==> config.mk <==
export PLATFORM = sky130hd
export DESIGN_NAME = emp_port
export DESIGN_NICKNAME = d
export VERILOG_FILES = /design/src/rtl/emp_pkg.sv /design/src/rtl/emp_port.sv
export SDC_FILE = /design/constraint.sdc
export NUM_CORES = 1
export LEC_CHECK = 0
export BUFFER_PORTS_ARGS = -buffer_cell sky130_fd_sc_hd__buf_2
export CAP_MARGIN = 20
export CORE_MARGIN = 10
export CORE_UTILIZATION = 45
export DETAILED_ROUTE_END_ITERATION = 6
export SLEW_MARGIN = 10
export SYNTH_ARGS = -nofsm -noshare
export SYNTH_HDL_FRONTEND = slang
export SYNTH_SLANG_ARGS = --single-unit
export TNS_END_PERCENT = 10
==> constraint.sdc <==
create_clock -name clock -period 4.4 [get_ports clock]
set_clock_uncertainty 0.15 [all_clocks]
set_input_delay 0.88 -clock clock [delete_from_list [all_inputs] [get_ports clock]]
set_output_delay 0.88 -clock clock [all_outputs]
set_load 0.02 [all_outputs]
==> src/rtl/emp_pkg.sv <==
// shared constants and types for the dual-role external nibble port
// How it works
// - flow control strap: 1 on, 0 off
// - role strap: 1 MAC role, 0 PHY role
// - role strap touches only this port
// - serial management writes configure transceiver, switch
// - port works only with enable strap high
// - pin roles apply only with nibble signalling
// - PHY role drives tx clock, captures on rise
// - PHY role collision only in half duplex
// - PHY role rx valid changes on falling edge
// - PHY role rx nibble launched on falling edge
// - PHY role never clocks the rx clock pin
// - MAC role tx nibble changes on rising edge
// - MAC role tx valid launched on rising edge
// - MAC role captures rx nibble on rx rise
// - enable strap low means plain switch, default
// - serial variant never combined with MAC role
package emp_pkg;
  localparam int CLK_PERIOD_NS = 10;
  localparam int MII_CLK_PERIOD_NS = 40;
  localparam int MII_HALF_CYC = MII_CLK_PERIOD_NS / (2 * CLK_PERIOD_NS);
  localparam logic [2:0] MII_DIV_LAST = 3'(2 * MII_HALF_CYC - 1);
  localparam logic [2:0] MII_DIV_FALL = 3'(MII_HALF_CYC);
  // strap default levels; no flop loads them, the straps are only captured from the pins
  localparam logic FLOW_CTRL_RST = 1'b1;
  localparam logic ROLE_RST = 1'b0;
  localparam logic EXT_EN_RST = 1'b0;
  localparam logic SNI_RST = 1'b0;
  localparam logic ROLE_MAC = 1'b1;
  localparam int NIB_W = 4;
  localparam int FIFO_DEPTH = 32;
  // management frame fields
  localparam logic [2:0] SMI_START_SEEN = 3'h5;
  localparam logic [1:0] SMI_OP_RD = 2'h2;
  localparam logic [1:0] SMI_OP_WR = 2'h1;
  localparam logic [4:0] SMI_HDR_LAST = 5'hB;
  localparam logic [4:0] SMI_DATA_LAST = 5'hF;
  typedef struct packed {
    logic valid;
    logic [NIB_W-1:0] data;
  } emp_nib_t;
  typedef struct packed {
    logic [4:0] phy;
    logic [4:0] regad;
    logic [15:0] data;
  } emp_mgmt_t;
endpackage : emp_pkg

==> src/rtl/emp_port.sv <==
// external nibble port: egress fifo, role muxing, clocking and management slave
`timescale 1ns/100ps
module emp_fifo #(
  parameter int W = 5,
  parameter int DEPTH = 32
) (
  // clock and reset
  input wire logic clock,
  input wire logic rst_n,
  // fill side
  input wire logic in_valid,
  output logic in_ready,
  input wire logic [W-1:0] in_data,
  // drain side
  output logic out_valid,
  input wire logic out_ready,
  output logic [W-1:0] out_data
);
  localparam int AW = $clog2(DEPTH);
  logic [W-1:0] mem_q [DEPTH];
  logic [AW:0] wr_q;
  logic [AW:0] rd_q;
  // extra pointer bit tells full from empty
  assign in_ready = (wr_q[AW] == rd_q[AW]) || (wr_q[AW-1:0] != rd_q[AW-1:0]);
  assign out_valid = wr_q != rd_q;
  // head word read straight from the array, so data stands with out_valid
  assign out_data = mem_q[rd_q[AW-1:0]];
  always_ff @(posedge clock) begin
    if (in_valid && in_ready) begin
      mem_q[wr_q[AW-1:0]] <= in_data;
    end
  end
  always_ff @(posedge clock) begin
    if (!rst_n) begin
      wr_q <= '0;
      rd_q <= '0;
    end else begin
      if (in_valid && in_ready) wr_q <= wr_q + 1'b1;
      if (out_valid && out_ready) rd_q <= rd_q + 1'b1;
    end
  end
endmodule : emp_fifo

module emp_port (
  // clock and reset
  input wire logic clock,
  input wire logic rst_n,
  // strap pins, captured while reset is held
  input wire logic ext_port_flow_ctrl_enable,
  input wire logic port_role_select,
  input wire logic external_port_enable,
  input wire logic serial_nibble_select,
  // tx clock pin
  input wire logic ext_port_tx_clock_i,
  output logic ext_port_tx_clock_o,
  output logic ext_port_tx_clock_oe,
  // tx nibble and frame valid pins
  input wire logic [3:0] ext_port_tx_nibble_i,
  output logic [3:0] ext_port_tx_nibble_o,
  output logic ext_port_tx_nibble_oe,
  input wire logic ext_port_tx_frame_valid_i,
  output logic ext_port_tx_frame_valid_o,
  output logic ext_port_tx_frame_valid_oe,
  // collision pin
  input wire logic ext_port_collision_i,
  output logic ext_port_collision_o,
  output logic ext_port_collision_oe,
  // rx nibble, frame valid and clock pins
  input wire logic [3:0] ext_port_rx_nibble_i,
  output logic [3:0] ext_port_rx_nibble_o,
  output logic ext_port_rx_nibble_oe,
  input wire logic ext_port_rx_frame_valid_i,
  output logic ext_port_rx_frame_valid_o,
  output logic ext_port_rx_frame_valid_oe,
  input wire logic ext_port_rx_clock_i,
  output logic ext_port_rx_clock_o,
  output logic ext_port_rx_clock_oe,
  // management serial pins
  input wire logic mgmt_clock_i,
  input wire logic mgmt_data_i,
  output logic mgmt_data_o,
  output logic mgmt_data_oe,
  // switch side: nibbles towards the link
  input wire logic sw_out_valid,
  output logic sw_out_ready,
  input wire logic [3:0] sw_out_nibble,
  // switch side: nibbles from the link
  output emp_pkg::emp_nib_t sw_in_word,
  output logic sw_in_stb,
  // switch side: port status and settings
  input wire logic sw_half_duplex,
  input wire logic sw_collision,
  output logic sw_partner_collision,
  output logic flow_ctrl_en,
  output logic port_active,
  output logic role_is_mac,
  // switch side: management access
  output emp_pkg::emp_mgmt_t mgmt_word,
  output logic mgmt_wr,
  output logic mgmt_rd_req,
  input wire logic [15:0] mgmt_rd_data
);
  typedef enum {SMI_IDLE, SMI_HDR, SMI_TA, SMI_DATA} emp_smi_t;
  // pins from outside: two flops each, a third for edges
  // bit map: 14 tx clock, 13 rx clock, 12 mgmt clock, 11 mgmt data,
  // 10:6 tx valid and nibble, 5:1 rx valid and nibble, 0 collision
  logic [14:0] pin_s1_q;
  logic [14:0] pin_s2_q;
  logic [2:0] pin_s3_q;
  logic [3:0] strap_s1_q;
  logic [3:0] strap_s2_q;
  logic flow_q;
  logic role_q;
  logic ext_en_q;
  logic sni_q;
  logic active;
  logic mac;
  // nibble-rate divider and the edge pulses: PHY ones from the divider, MAC ones from the pins
  logic [2:0] div_q;
  logic gen_clk_q;
  logic phy_rise;
  logic phy_fall;
  logic mac_tx_rise;
  logic mac_rx_rise;
  logic egress_evt;
  logic eg_valid;
  logic [3:0] eg_data;
  logic mdc_rise;
  logic mdio_s;
  emp_smi_t smi_q;
  logic [4:0] cnt_q;
  logic [15:0] sh_q;
  logic [15:0] rd_sh_q;
  logic rd_q;
  // only the second and third stages feed logic; the first may still be settling
  always_ff @(posedge clock) begin
    pin_s1_q <= {ext_port_tx_clock_i, ext_port_rx_clock_i, mgmt_clock_i, mgmt_data_i,
                 ext_port_tx_frame_valid_i, ext_port_tx_nibble_i,
                 ext_port_rx_frame_valid_i, ext_port_rx_nibble_i, ext_port_collision_i};
    pin_s2_q <= pin_s1_q;
    pin_s3_q <= pin_s2_q[14:12];
    strap_s1_q <= {ext_port_flow_ctrl_enable, port_role_select, external_port_enable,
                   serial_nibble_select};
    strap_s2_q <= strap_s1_q;
  end
  // straps follow the pins while reset is low and freeze at release
  always_ff @(posedge clock) begin
    if (!rst_n) begin
      flow_q <= strap_s2_q[3];
      role_q <= strap_s2_q[2];
      ext_en_q <= strap_s2_q[1];
      sni_q <= strap_s2_q[0];
    end
  end
  // serial variant and disabled port leave all link pins undriven
  // flow control is only reported upward; pause handling is the switch's job
  assign active = ext_en_q && !sni_q;
  assign mac = role_q == emp_pkg::ROLE_MAC;
  assign flow_ctrl_en = flow_q;
  assign port_active = active;
  assign role_is_mac = mac;
  // PHY role clock: divide the core clock down to the nibble rate
  always_ff @(posedge clock) begin
    if (!rst_n) begin
      div_q <= '0;
      // high at count 0, so the first pin edge after reset is a full-width rise
      gen_clk_q <= 1'b1;
    end else begin
      div_q <= (div_q == emp_pkg::MII_DIV_LAST) ? '0 : div_q + 1'b1;
      gen_clk_q <= (div_q == emp_pkg::MII_DIV_LAST) ||
                   ((div_q < emp_pkg::MII_DIV_FALL - 1'b1) && gen_clk_q);
    end
  end
  // the pin clock trails the count by one flop: it rises as the count leaves 0
  // and falls as it leaves MII_DIV_FALL, so egress launches in that same edge;
  // capture comes one edge after the rise, once the synchroniser holds the nibble
  assign phy_rise = active && !mac && div_q == emp_pkg::MII_DIV_FALL - 1'b1;
  assign phy_fall = active && !mac && div_q == emp_pkg::MII_DIV_FALL;
  // partner clocks arrive late by the synchroniser, fine at nibble rates
  assign mac_tx_rise = active && mac && pin_s2_q[14] && !pin_s3_q[2];
  assign mac_rx_rise = active && mac && pin_s2_q[13] && !pin_s3_q[1];
  assign egress_evt = phy_fall || mac_tx_rise;
  // egress buffer: drains one nibble per link clock, at its launch edge, fills from the switch
  emp_fifo #(.W(emp_pkg::NIB_W), .DEPTH(emp_pkg::FIFO_DEPTH)) u_egress (
    .clock(clock),
    .rst_n(rst_n),
    .in_valid(sw_out_valid),
    .in_ready(sw_out_ready),
    .in_data(sw_out_nibble),
    .out_valid(eg_valid),
    .out_ready(egress_evt),
    .out_data(eg_data)
  );
  // pin directions follow role; rx clock is never driven
  // enables stay low through reset, so nothing fights the partner while straps settle
  always_ff @(posedge clock) begin
    if (!rst_n) begin
      ext_port_tx_clock_oe <= 1'b0;
      ext_port_tx_nibble_oe <= 1'b0;
      ext_port_tx_frame_valid_oe <= 1'b0;
      ext_port_collision_oe <= 1'b0;
      ext_port_rx_nibble_oe <= 1'b0;
      ext_port_rx_frame_valid_oe <= 1'b0;
    end else begin
      ext_port_tx_clock_oe <= active && !mac;
      ext_port_tx_nibble_oe <= active && mac;
      ext_port_tx_frame_valid_oe <= active && mac;
      ext_port_collision_oe <= active && !mac;
      ext_port_rx_nibble_oe <= active && !mac;
      ext_port_rx_frame_valid_oe <= active && !mac;
    end
  end
  // in PHY role the tx clock times both directions; in MAC role the partner owns it
  assign ext_port_rx_clock_o = 1'b0;
  assign ext_port_rx_clock_oe = 1'b0;
  always_ff @(posedge clock) begin
    if (!rst_n) begin
      ext_port_tx_clock_o <= 1'b0;
    end else begin
      ext_port_tx_clock_o <= gen_clk_q && active && !mac;
    end
  end
  // egress launch: falling edge in PHY role, rising edge in MAC role
  // an empty fifo at a launch edge drops frame valid: the switch must stay ahead
  always_ff @(posedge clock) begin
    if (!rst_n) begin
      ext_port_rx_nibble_o <= '0;
      ext_port_rx_frame_valid_o <= 1'b0;
      ext_port_tx_nibble_o <= '0;
      ext_port_tx_frame_valid_o <= 1'b0;
    end else if (!active) begin
      ext_port_rx_nibble_o <= '0;
      ext_port_rx_frame_valid_o <= 1'b0;
      ext_port_tx_nibble_o <= '0;
      ext_port_tx_frame_valid_o <= 1'b0;
    end else if (phy_fall) begin
      ext_port_rx_nibble_o <= eg_valid ? eg_data : '0;
      ext_port_rx_frame_valid_o <= eg_valid;
    end else if (mac_tx_rise) begin
      ext_port_tx_nibble_o <= eg_valid ? eg_data : '0;
      ext_port_tx_frame_valid_o <= eg_valid;
    end
  end
  // ingress capture: tx pins on our rise, rx pins on partner's rise
  // the strobe fires every link clock; frame valid travels inside the word
  always_ff @(posedge clock) begin
    if (!rst_n) begin
      sw_in_word <= '0;
      sw_in_stb <= 1'b0;
    end else begin
      sw_in_stb <= phy_rise || mac_rx_rise;
      if (phy_rise) begin
        sw_in_word <= pin_s2_q[10:6];
      end else if (mac_rx_rise) begin
        sw_in_word <= pin_s2_q[5:1];
      end
    end
  end
  // collision: out in half duplex PHY role, in from the partner in MAC role
  always_ff @(posedge clock) begin
    if (!rst_n) begin
      ext_port_collision_o <= 1'b0;
      sw_partner_collision <= 1'b0;
    end else begin
      ext_port_collision_o <= active && !mac && sw_half_duplex && sw_collision;
      sw_partner_collision <= active && mac && pin_s2_q[0];
    end
  end
  // management slave: preamble, 01 start, op, phy, register, turnaround, data
  // only three bits mark a start, so a frame must follow a quiet or preamble line
  assign mdc_rise = pin_s2_q[12] && !pin_s3_q[0];
  assign mdio_s = pin_s2_q[11];
  always_ff @(posedge clock) begin
    if (!rst_n) begin
      smi_q <= SMI_IDLE;
      cnt_q <= '0;
      sh_q <= '0;
      rd_q <= 1'b0;
      mgmt_word <= '0;
      mgmt_wr <= 1'b0;
      mgmt_data_o <= 1'b0;
      mgmt_data_oe <= 1'b0;
    end else begin
      mgmt_wr <= 1'b0;
      if (mdc_rise) begin
        sh_q <= {sh_q[14:0], mdio_s};
        cnt_q <= cnt_q + 1'b1;
        case (smi_q)
          SMI_IDLE: begin
            mgmt_data_oe <= 1'b0;
            cnt_q <= '0;
            if ({sh_q[1:0], mdio_s} == emp_pkg::SMI_START_SEEN) smi_q <= SMI_HDR;
          end
          SMI_HDR: begin
            if (cnt_q == emp_pkg::SMI_HDR_LAST) begin
              rd_q <= sh_q[10:9] == emp_pkg::SMI_OP_RD;
              mgmt_word.phy <= sh_q[8:4];
              mgmt_word.regad <= {sh_q[3:0], mdio_s};
              cnt_q <= '0;
              smi_q <= (sh_q[10:9] == emp_pkg::SMI_OP_RD ||
                        sh_q[10:9] == emp_pkg::SMI_OP_WR) ? SMI_TA : SMI_IDLE;
            end
          end
          SMI_TA: begin
            if (cnt_q == '0) begin
              mgmt_data_oe <= rd_q;
              mgmt_data_o <= 1'b0;
            end else begin
              mgmt_data_o <= rd_sh_q[15];
              cnt_q <= '0;
              smi_q <= SMI_DATA;
            end
          end
          SMI_DATA: begin
            mgmt_data_o <= rd_sh_q[15];
            if (cnt_q == emp_pkg::SMI_DATA_LAST) begin
              mgmt_data_oe <= 1'b0;
              mgmt_wr <= !rd_q;
              if (!rd_q) mgmt_word.data <= {sh_q[14:0], mdio_s};
              smi_q <= SMI_IDLE;
            end
          end
          default: smi_q <= SMI_IDLE;
        endcase
      end
    end
  end
  // read data is asked for once the address has settled
  // the answer must stand on mgmt_rd_data in the cycle mgmt_rd_req is high
  always_ff @(posedge clock) begin
    if (!rst_n) begin
      mgmt_rd_req <= 1'b0;
      rd_sh_q <= '0;
    end else begin
      mgmt_rd_req <= mdc_rise && smi_q == SMI_HDR && cnt_q == emp_pkg::SMI_HDR_LAST &&
                     sh_q[10:9] == emp_pkg::SMI_OP_RD;
      if (mgmt_rd_req) begin
        rd_sh_q <= mgmt_rd_data;
      end else if (mdc_rise && (smi_q == SMI_DATA || (smi_q == SMI_TA && cnt_q != '0))) begin
        rd_sh_q <= {rd_sh_q[14:0], 1'b0};
      end
    end
  end
endmodule : emp_port

==> flow_summary_export.csv, run 1 <==
group,metric,value,unit
critical_path,required,3.37,ns
timing,finalSetupTns,0,ns
status,status,"completed",
timing,fin_crit,3.10,ns
final_layout,mostFrequentLayoutCells,"dfxtp_1 (151), edfxtp_1 (132), nand2_1 (110)",
synth,async_reset_ff_frac,0,
critical_path,cp_num_buf_inv,1,
drt,detail_route.wl_per_cell,17.3,um
synth,netlist_instances,858,
clock_tree,cts_root_buffer,"clkbuf_16",
timing,min_period_over_period,0.705,
timing,slew_viol_final,0,
floorplanning,die_w,174,um
power,internal_power,0.00431,W
drt,routed_wl,22400,um
drt,wl_met1,10200,um
final_layout,syn_to_final_growth,15.7,%
grt,grt_max_degree,50,
power,switching_share,0.203,
synth,ys_ff_latch,284,
critical_path,arrival,2.07,ns
placed_design,place_ws,1.84,ns
final_layout,nFillCells,2048,
floorplanning,initial_utilization,0.457,
clock_tree,insertion_delay,0.55,ns
critical_path,path_class,"register to primary output",
drt,vias,6616,
critical_path,crit_family,"flip-flops",
grt,grtUsageTotal,0.141,
clock_tree,cts_buffers,29,
placed_design,portBuffers,102,
critical_path,critPathMaxStageDelay,0.64,ns
floorplanning,dieArea,30400,um^2
critical_path,start_kind,"register",
clock_tree,cts_sinks,284,
hold_path,hp-class,"register to register",
clock_tree,htree_levels,1,
power,combPwrFrac,0.029,
drt,vias_per_cell,5.12,
floorplanning,rows,56,
drt,drt_iter0_markers,374,
drt,dr.pass1.iters,7,
synth,yosys_warnings,0,
floorplanning,die_h,174,um
power,p_sw,0.00110,W
grt,grt_pass1_vias,6621,
drt,top_layer,"met4",
timing,fmax,0.323,GHz
clock_tree,cts_setup_buffers,0,
critical_path,cp-end-kind,"primary output",
floorplanning,ios,105,
timing,rsz0062_at_grt,"no",
synth,netlist_area,10700,um^2
drt,drc,0,
synth,synth_edf_count,132,
power,seqPwrFrac,0.522,
timing,setup_viol,0,
floorplanning,core,23500,um^2
synth,synthTopCellsByArea,"edfxtp_1 (37%), dfxtp_1 (28%), mux2i_1 (8.7%), nand2_1 (3.8%), nor2_1 (2.9%)",
clock_tree,clk_pin_slew,0.06,ns
run,max_cap_violations,0,
power,clock_power_share,0.449,
power,leakage,4.49,nW
clock_tree,cts.path.max_buffers,3,
drt,route.met3.wl,1450,um
clock_tree,cts_tree,"done",
grt,grt_pass1_wl,35300,um
final_layout,final_common_cell,"dfxtp_1",
synth,syn_area_per_cell,12.5,um^2
placed_design,gp_congestion,0.779,
timing,tightest_slew,0.929,ns
drt,met2_length,10400,um
synth,yosysSeqAreaShare,0.653,
grt,grt-ovfl-total,0,
clock_tree,holdBufCountCts,0,
drt,ant_nets,0,
timing,slew-limit-headroom,0.380,
synth,synth_ff_type,"dfxtp_1",
clock_tree,cts-resized-gates,0,
synth,netlist.area_leader.share,0.369,
power,peakVddDrop,0.372,mV
critical_path,slowest_stage,"dfxtp_1",
timing,fin_ws,1.30,ns
placed_design,dp_hpwl,14800,um
synth,synth_cell_type_count,57,
synth,synth.largest_area_cell,"edfxtp_1",
final_layout,nets,1007,
grt,antenna_found_initial,1,
final_layout,layout-drive-gt1-share,0.190,
power,power_density,435,nW/um^2
critical_path,cp_cell_sequence,"xnor2_1, nand3_1, or2_2, buf_2",
timing,finalHoldViolations,0,
critical_path,critPathMaxFanout,11,
[state kept, by name, summed over array words and instances, names as in the netlist, 5 cells and up, named ones only]
name            count
u_egress.mem_q    128
mgmt_word          26
rd_sh_q            16
pin_s1_q           15
pin_s2_q           15
sh_q               15
u_egress.rd_q       6
u_egress.wr_q       6
cnt_q               5
sw_in_word          5
[final timing paths]
| kind | startpoint | endpoint | slack (ns) | depth (start not counted) |
|---|---|---|---|---|
| max | u_egress.wr_q[2]$_SDFFE_PN0P_ | sw_out_ready | 1.30 | 4 |
| min reg2reg | strap_s1_q[3]$_DFF_P_ | strap_s2_q[3]$_DFF_P_ | 0.17 | 0 |
| max reg2reg | register | ext_port_rx_nibble_o[0]$_SDFFE_PN0P_ | 1.87 | 6 |
| min | strap_s1_q[3]$_DFF_P_ | strap_s2_q[3]$_DFF_P_ | 0.17 | 0 |
[metal layers]
layer  up-vias  GRT usage
met2       146      0.227
met4         0     0.0367
met3        26     0.0392
met5         -          0
li1       3258          -
met1      3186      0.183
[logic make-up after synthesis]
kind of cell / after synthesis / synth area share
fa+ha+maj: 13 / 0.0151
flops: 284 / 0.653
compound gates: 122 / 0.0757
other cells: 1 / 0.000349
simple gates: 259 / 0.112
mux: 108 / 0.105
xor+xnor: 12 / 0.00979
buf+inv: 59 / 0.0295
[cell usage after synthesis (3+ instances only)]
cell,n
a211oi_1,8
nor4bb_1,4
mux2_2,7
mux2_4,8
a21o_1,4
xor2_1,5
buf_2,11
dfxtp_1,152
inv_1,11
edfxtp_1,132
nand4_1,8
xnor2_1,7
a32o_1,6
o21a_1,3
clkbuf_1,22
nor3_1,3
a22oi_1,33
nand2_1,110
nor2b_1,3
buf_4,7
and4b_1,4
or2_2,3
mux2i_1,93
nand3_1,6
nand2b_1,6
nor2_1,82
ha_1,13
and2_1,4
a21oi_1,56
nor4b_1,4
nand3b_1,4
and3_1,6
[layout make-up]
cell class | count | area [um^2] | share of cell area
clock buffer | 44 | 935 | 0.0752
antenna | 2 | 5.00 | 0.000403
tap | 319 | 399 | 0.0321
inverter | 12 | 45.0 | 0.00363
clock inverter | 9 | 48.8 | 0.00393
multi-input combinational | 516 | 3420 | 0.275
sequential | 284 | 7010 | 0.564
timing repair buffer | 107 | 561 | 0.0451
[power groups by stage]
stage	clock network (W)	registers (W)	logic (W)
finish	0.00243	0.00282	0.000158
global route	0.00262	0.00283	0.000177
CTS	0.00249	0.00282	0.000161
detailed placement	0	0.00288	0.000160
global placement	0	0.00288	0.000156
floorplan	0	0.00288	0.0000867
[worst reg2reg max path, stage by stage, from the launching register on]
cell and delay (ns):
dfxtp_4 0.72, buf_4 0.41, mux2i_1 0.12, a22oi_1 0.23
nand4_1 0.18, nor3_1 0.47, a22o_1 0.20
[metrics by stage]
stage	hold WS (ns)	total power, W	area, um^2	utilization	instances
2_1_floorplan	0.160	0.00297	10700	-	859
3_3_place_gp	0.161	0.00304	11400	0.486	1237
3_5_place_dp	0.162	0.00304	11400	0.487	1238
4_1_cts	0.174	0.00547	12400	0.529	1291
5_1_grt	0.176	0.00562	12400	0.529	1291
6_report	0.172	0.00541	12400	0.529	1293
Note: power is estimated with default switching activity, not from simulation.
==> run 2, diff against run 1 <==
--- a/config.mk
+++ b/config.mk
@@ -10,6 +10,7 @@
 export CORE_MARGIN = 10
 export CORE_UTILIZATION = 45
 export DETAILED_ROUTE_END_ITERATION = 6
+export PLACE_DENSITY = 0.66
 export SLEW_MARGIN = 10
 export SYNTH_ARGS = -nofsm -noshare
 export SYNTH_HDL_FRONTEND = slang
==> constraint.sdc (replaced) <==
create_clock -name clock -period 2.6 [get_ports clock]
set_clock_uncertainty 0.15 [all_clocks]
set_input_delay 0.52 -clock clock [delete_from_list [all_inputs] [get_ports clock]]
set_output_delay 0.52 -clock clock [all_outputs]
set_load 0.02 [all_outputs]
==> run 2 against run 1 <==
Compared with the run above: final cell count is 1.9% higher; non-clock buffer count is 28 higher; critical path type unchanged; first-iteration DRC count is 18% lower; worst setup slack worse by 1.2 ns; clock power is 62% higher; sequential cell count stayed put; sequential power is 70% higher; cell area is 1.9% higher; power is 67% higher; critical path depth stayed put; wire length is 1.7% higher; highest routed layer unchanged.
==> flow_summary_export.csv, run 2 (synthesis results as in run 1) <==
group,metric,value,unit
timing,finalSetupTns,0,ns
final_layout,layoutNonFillerInstCount,1318,
power,peakVddDrop,0.632,mV
grt,grt_max_degree,33,
timing,min_period_over_period,0.961,
power,power_density,712,nW/um^2
grt,grt-ovfl-total,0,
drt,routed_wl,22800,um
critical_path,cp-end-kind,"primary output",
floorplanning,dieArea,30400,um^2
clock_tree,cts_root_buffer,"clkbuf_16",
drt,drt_iter0_markers,308,
critical_path,start_kind,"register",
final_layout,diodes,0,
final_layout,final-seq-area,7020,um^2
run,max_cap_violations,0,
drt,vias_per_cell,5.15,
clock_tree,insertion_delay,0.54,ns
placed_design,place_ws,0.182,ns
final_layout,layout-drive-gt1-share,0.195,
timing,finalHoldViolations,0,
final_layout,nFillCells,1974,
status,status,"completed",
floorplanning,core,23500,um^2
grt,antenna_found_initial,0,
clock_tree,cts_buffers,28,
hold_path,hp-class,"input pin to register",
floorplanning,die_h,174,um
drt,dr.pass1.iters,5,
floorplanning,die_w,174,um
timing,slew-limit-headroom,0.414,
clock_tree,cts.path.max_buffers,3,
timing,fin_crit,2.50,ns
grt,grtUsageTotal,0.145,
drt,ant_nets,0,
final_layout,nets,1034,
critical_path,critPathMaxFanout,6,
drt,drc,0,
timing,fin_ws,0.101,ns
clock_tree,clk_pin_slew,0.06,ns
final_layout,mostFrequentLayoutCells,"dfxtp_1 (145), edfxtp_1 (132), nand2_1 (110)",
placed_design,dp_hpwl,15100,um
drt,vias,6792,
power,leakage,4.59,nW
clock_tree,cts_tree,"done",
timing,tightest_slew,0.867,ns
clock_tree,cts_sinks,284,
placed_design,gp_congestion,0.804,
critical_path,path_class,"register to primary output",
critical_path,arrival,1.83,ns
grt,grt_pass1_vias,7006,
final_layout,multi_input_comb_area,3420,um^2
timing,fmax,0.400,GHz
floorplanning,rows,56,
placed_design,portBuffers,102,
floorplanning,initial_utilization,0.457,
clock_tree,htree_levels,1,
timing,slew_viol_final,0,
placed_design,dp.cells,1247,
critical_path,required,1.93,ns
final_layout,final_common_cell,"dfxtp_1",
final_layout,largest_reg_flops,128,
timing,rsz0062_at_grt,"no",
grt,grt_pass1_wl,36600,um
drt,detail_route.wl_per_cell,17.3,um
final_layout,syn_to_final_growth,17.8,%
clock_tree,cts_setup_buffers,0,
timing,setup_viol,0,
floorplanning,ios,105,
run 2: cell type report:
| cell class | instances | share of cell area |
|---|---|---|
| tap | 319 | 0.0315 |
| clock buffer | 39 | 0.0651 |
| timing repair buffer | 135 | 0.0666 |
| sequential | 284 | 0.555 |
| inverter | 12 | 0.00356 |
| multi-input combinational | 516 | 0.271 |
| clock inverter | 13 | 0.00781 |
run 2: path summary, 6_finish.rpt:
path	from	to	slack, ns	cells after the start
setup / recovery	u_egress.rd_q[1]$_SDFFE_PN0P_	sw_out_ready	0.10	4
setup reg to reg	register	ext_port_tx_nibble_o[1]$_SDFFE_PN0P_	0.23	5
hold / removal	sw_half_duplex	ext_port_collision_o$_SDFF_PN0_	0.05	2
hold reg to reg	strap_s1_q[3]$_DFF_P_	strap_s2_q[3]$_DFF_P_	0.17	0
run 2: worst max-delay path, cell delays in order, from the launching register on:
cell	delay [ns]
dfxtp_1	0.43
xnor2_1	0.17
nand3_2	0.18
or2_2	0.33
buf_2	0.18
run 2: repair_timing:
item | 4_1_cts | 5_1_grt
resized for setup | 4 | 4
hold buffers | 19 | 0
cloned | 0 | 0
endpoints found under the setup margin | 1 | 1
hold endpoints to repair | 19 | 0
run 2: per-layer routing:
layer	track usage	vias to the layer above	part of all wire	wire, um
met5	0	-	0	0
met4	0.0392	0	0.016	368
met3	0.0375	37	0.069	1580
met2	0.239	190	0.47	10700
met1	0.185	3259	0.45	10100
li1	-	3306	-	-
run 2: power breakdown:
part | total, W | internal, W | switching [W]
clock | 0.00393 | 0.00230 | 0.00163
sequential | 0.00478 | 0.00474 | 0.0000363
combinational | 0.000297 | 0.000108 | 0.000189
total | 0.00901 | 0.00715 | 0.00185
run 2: per-stage QoR:
step                power (W)  hold slack [ns]  instance area (um^2)   util
global placement      0.00515            0.160                 11500  0.491
global route          0.00930           0.0569                 12700  0.539
finish                0.00901           0.0548                 12700  0.539
floorplan             0.00502            0.160                 10700      -
CTS                   0.00912           0.0338                 12600  0.539
detailed placement    0.00515            0.162                 11500  0.491
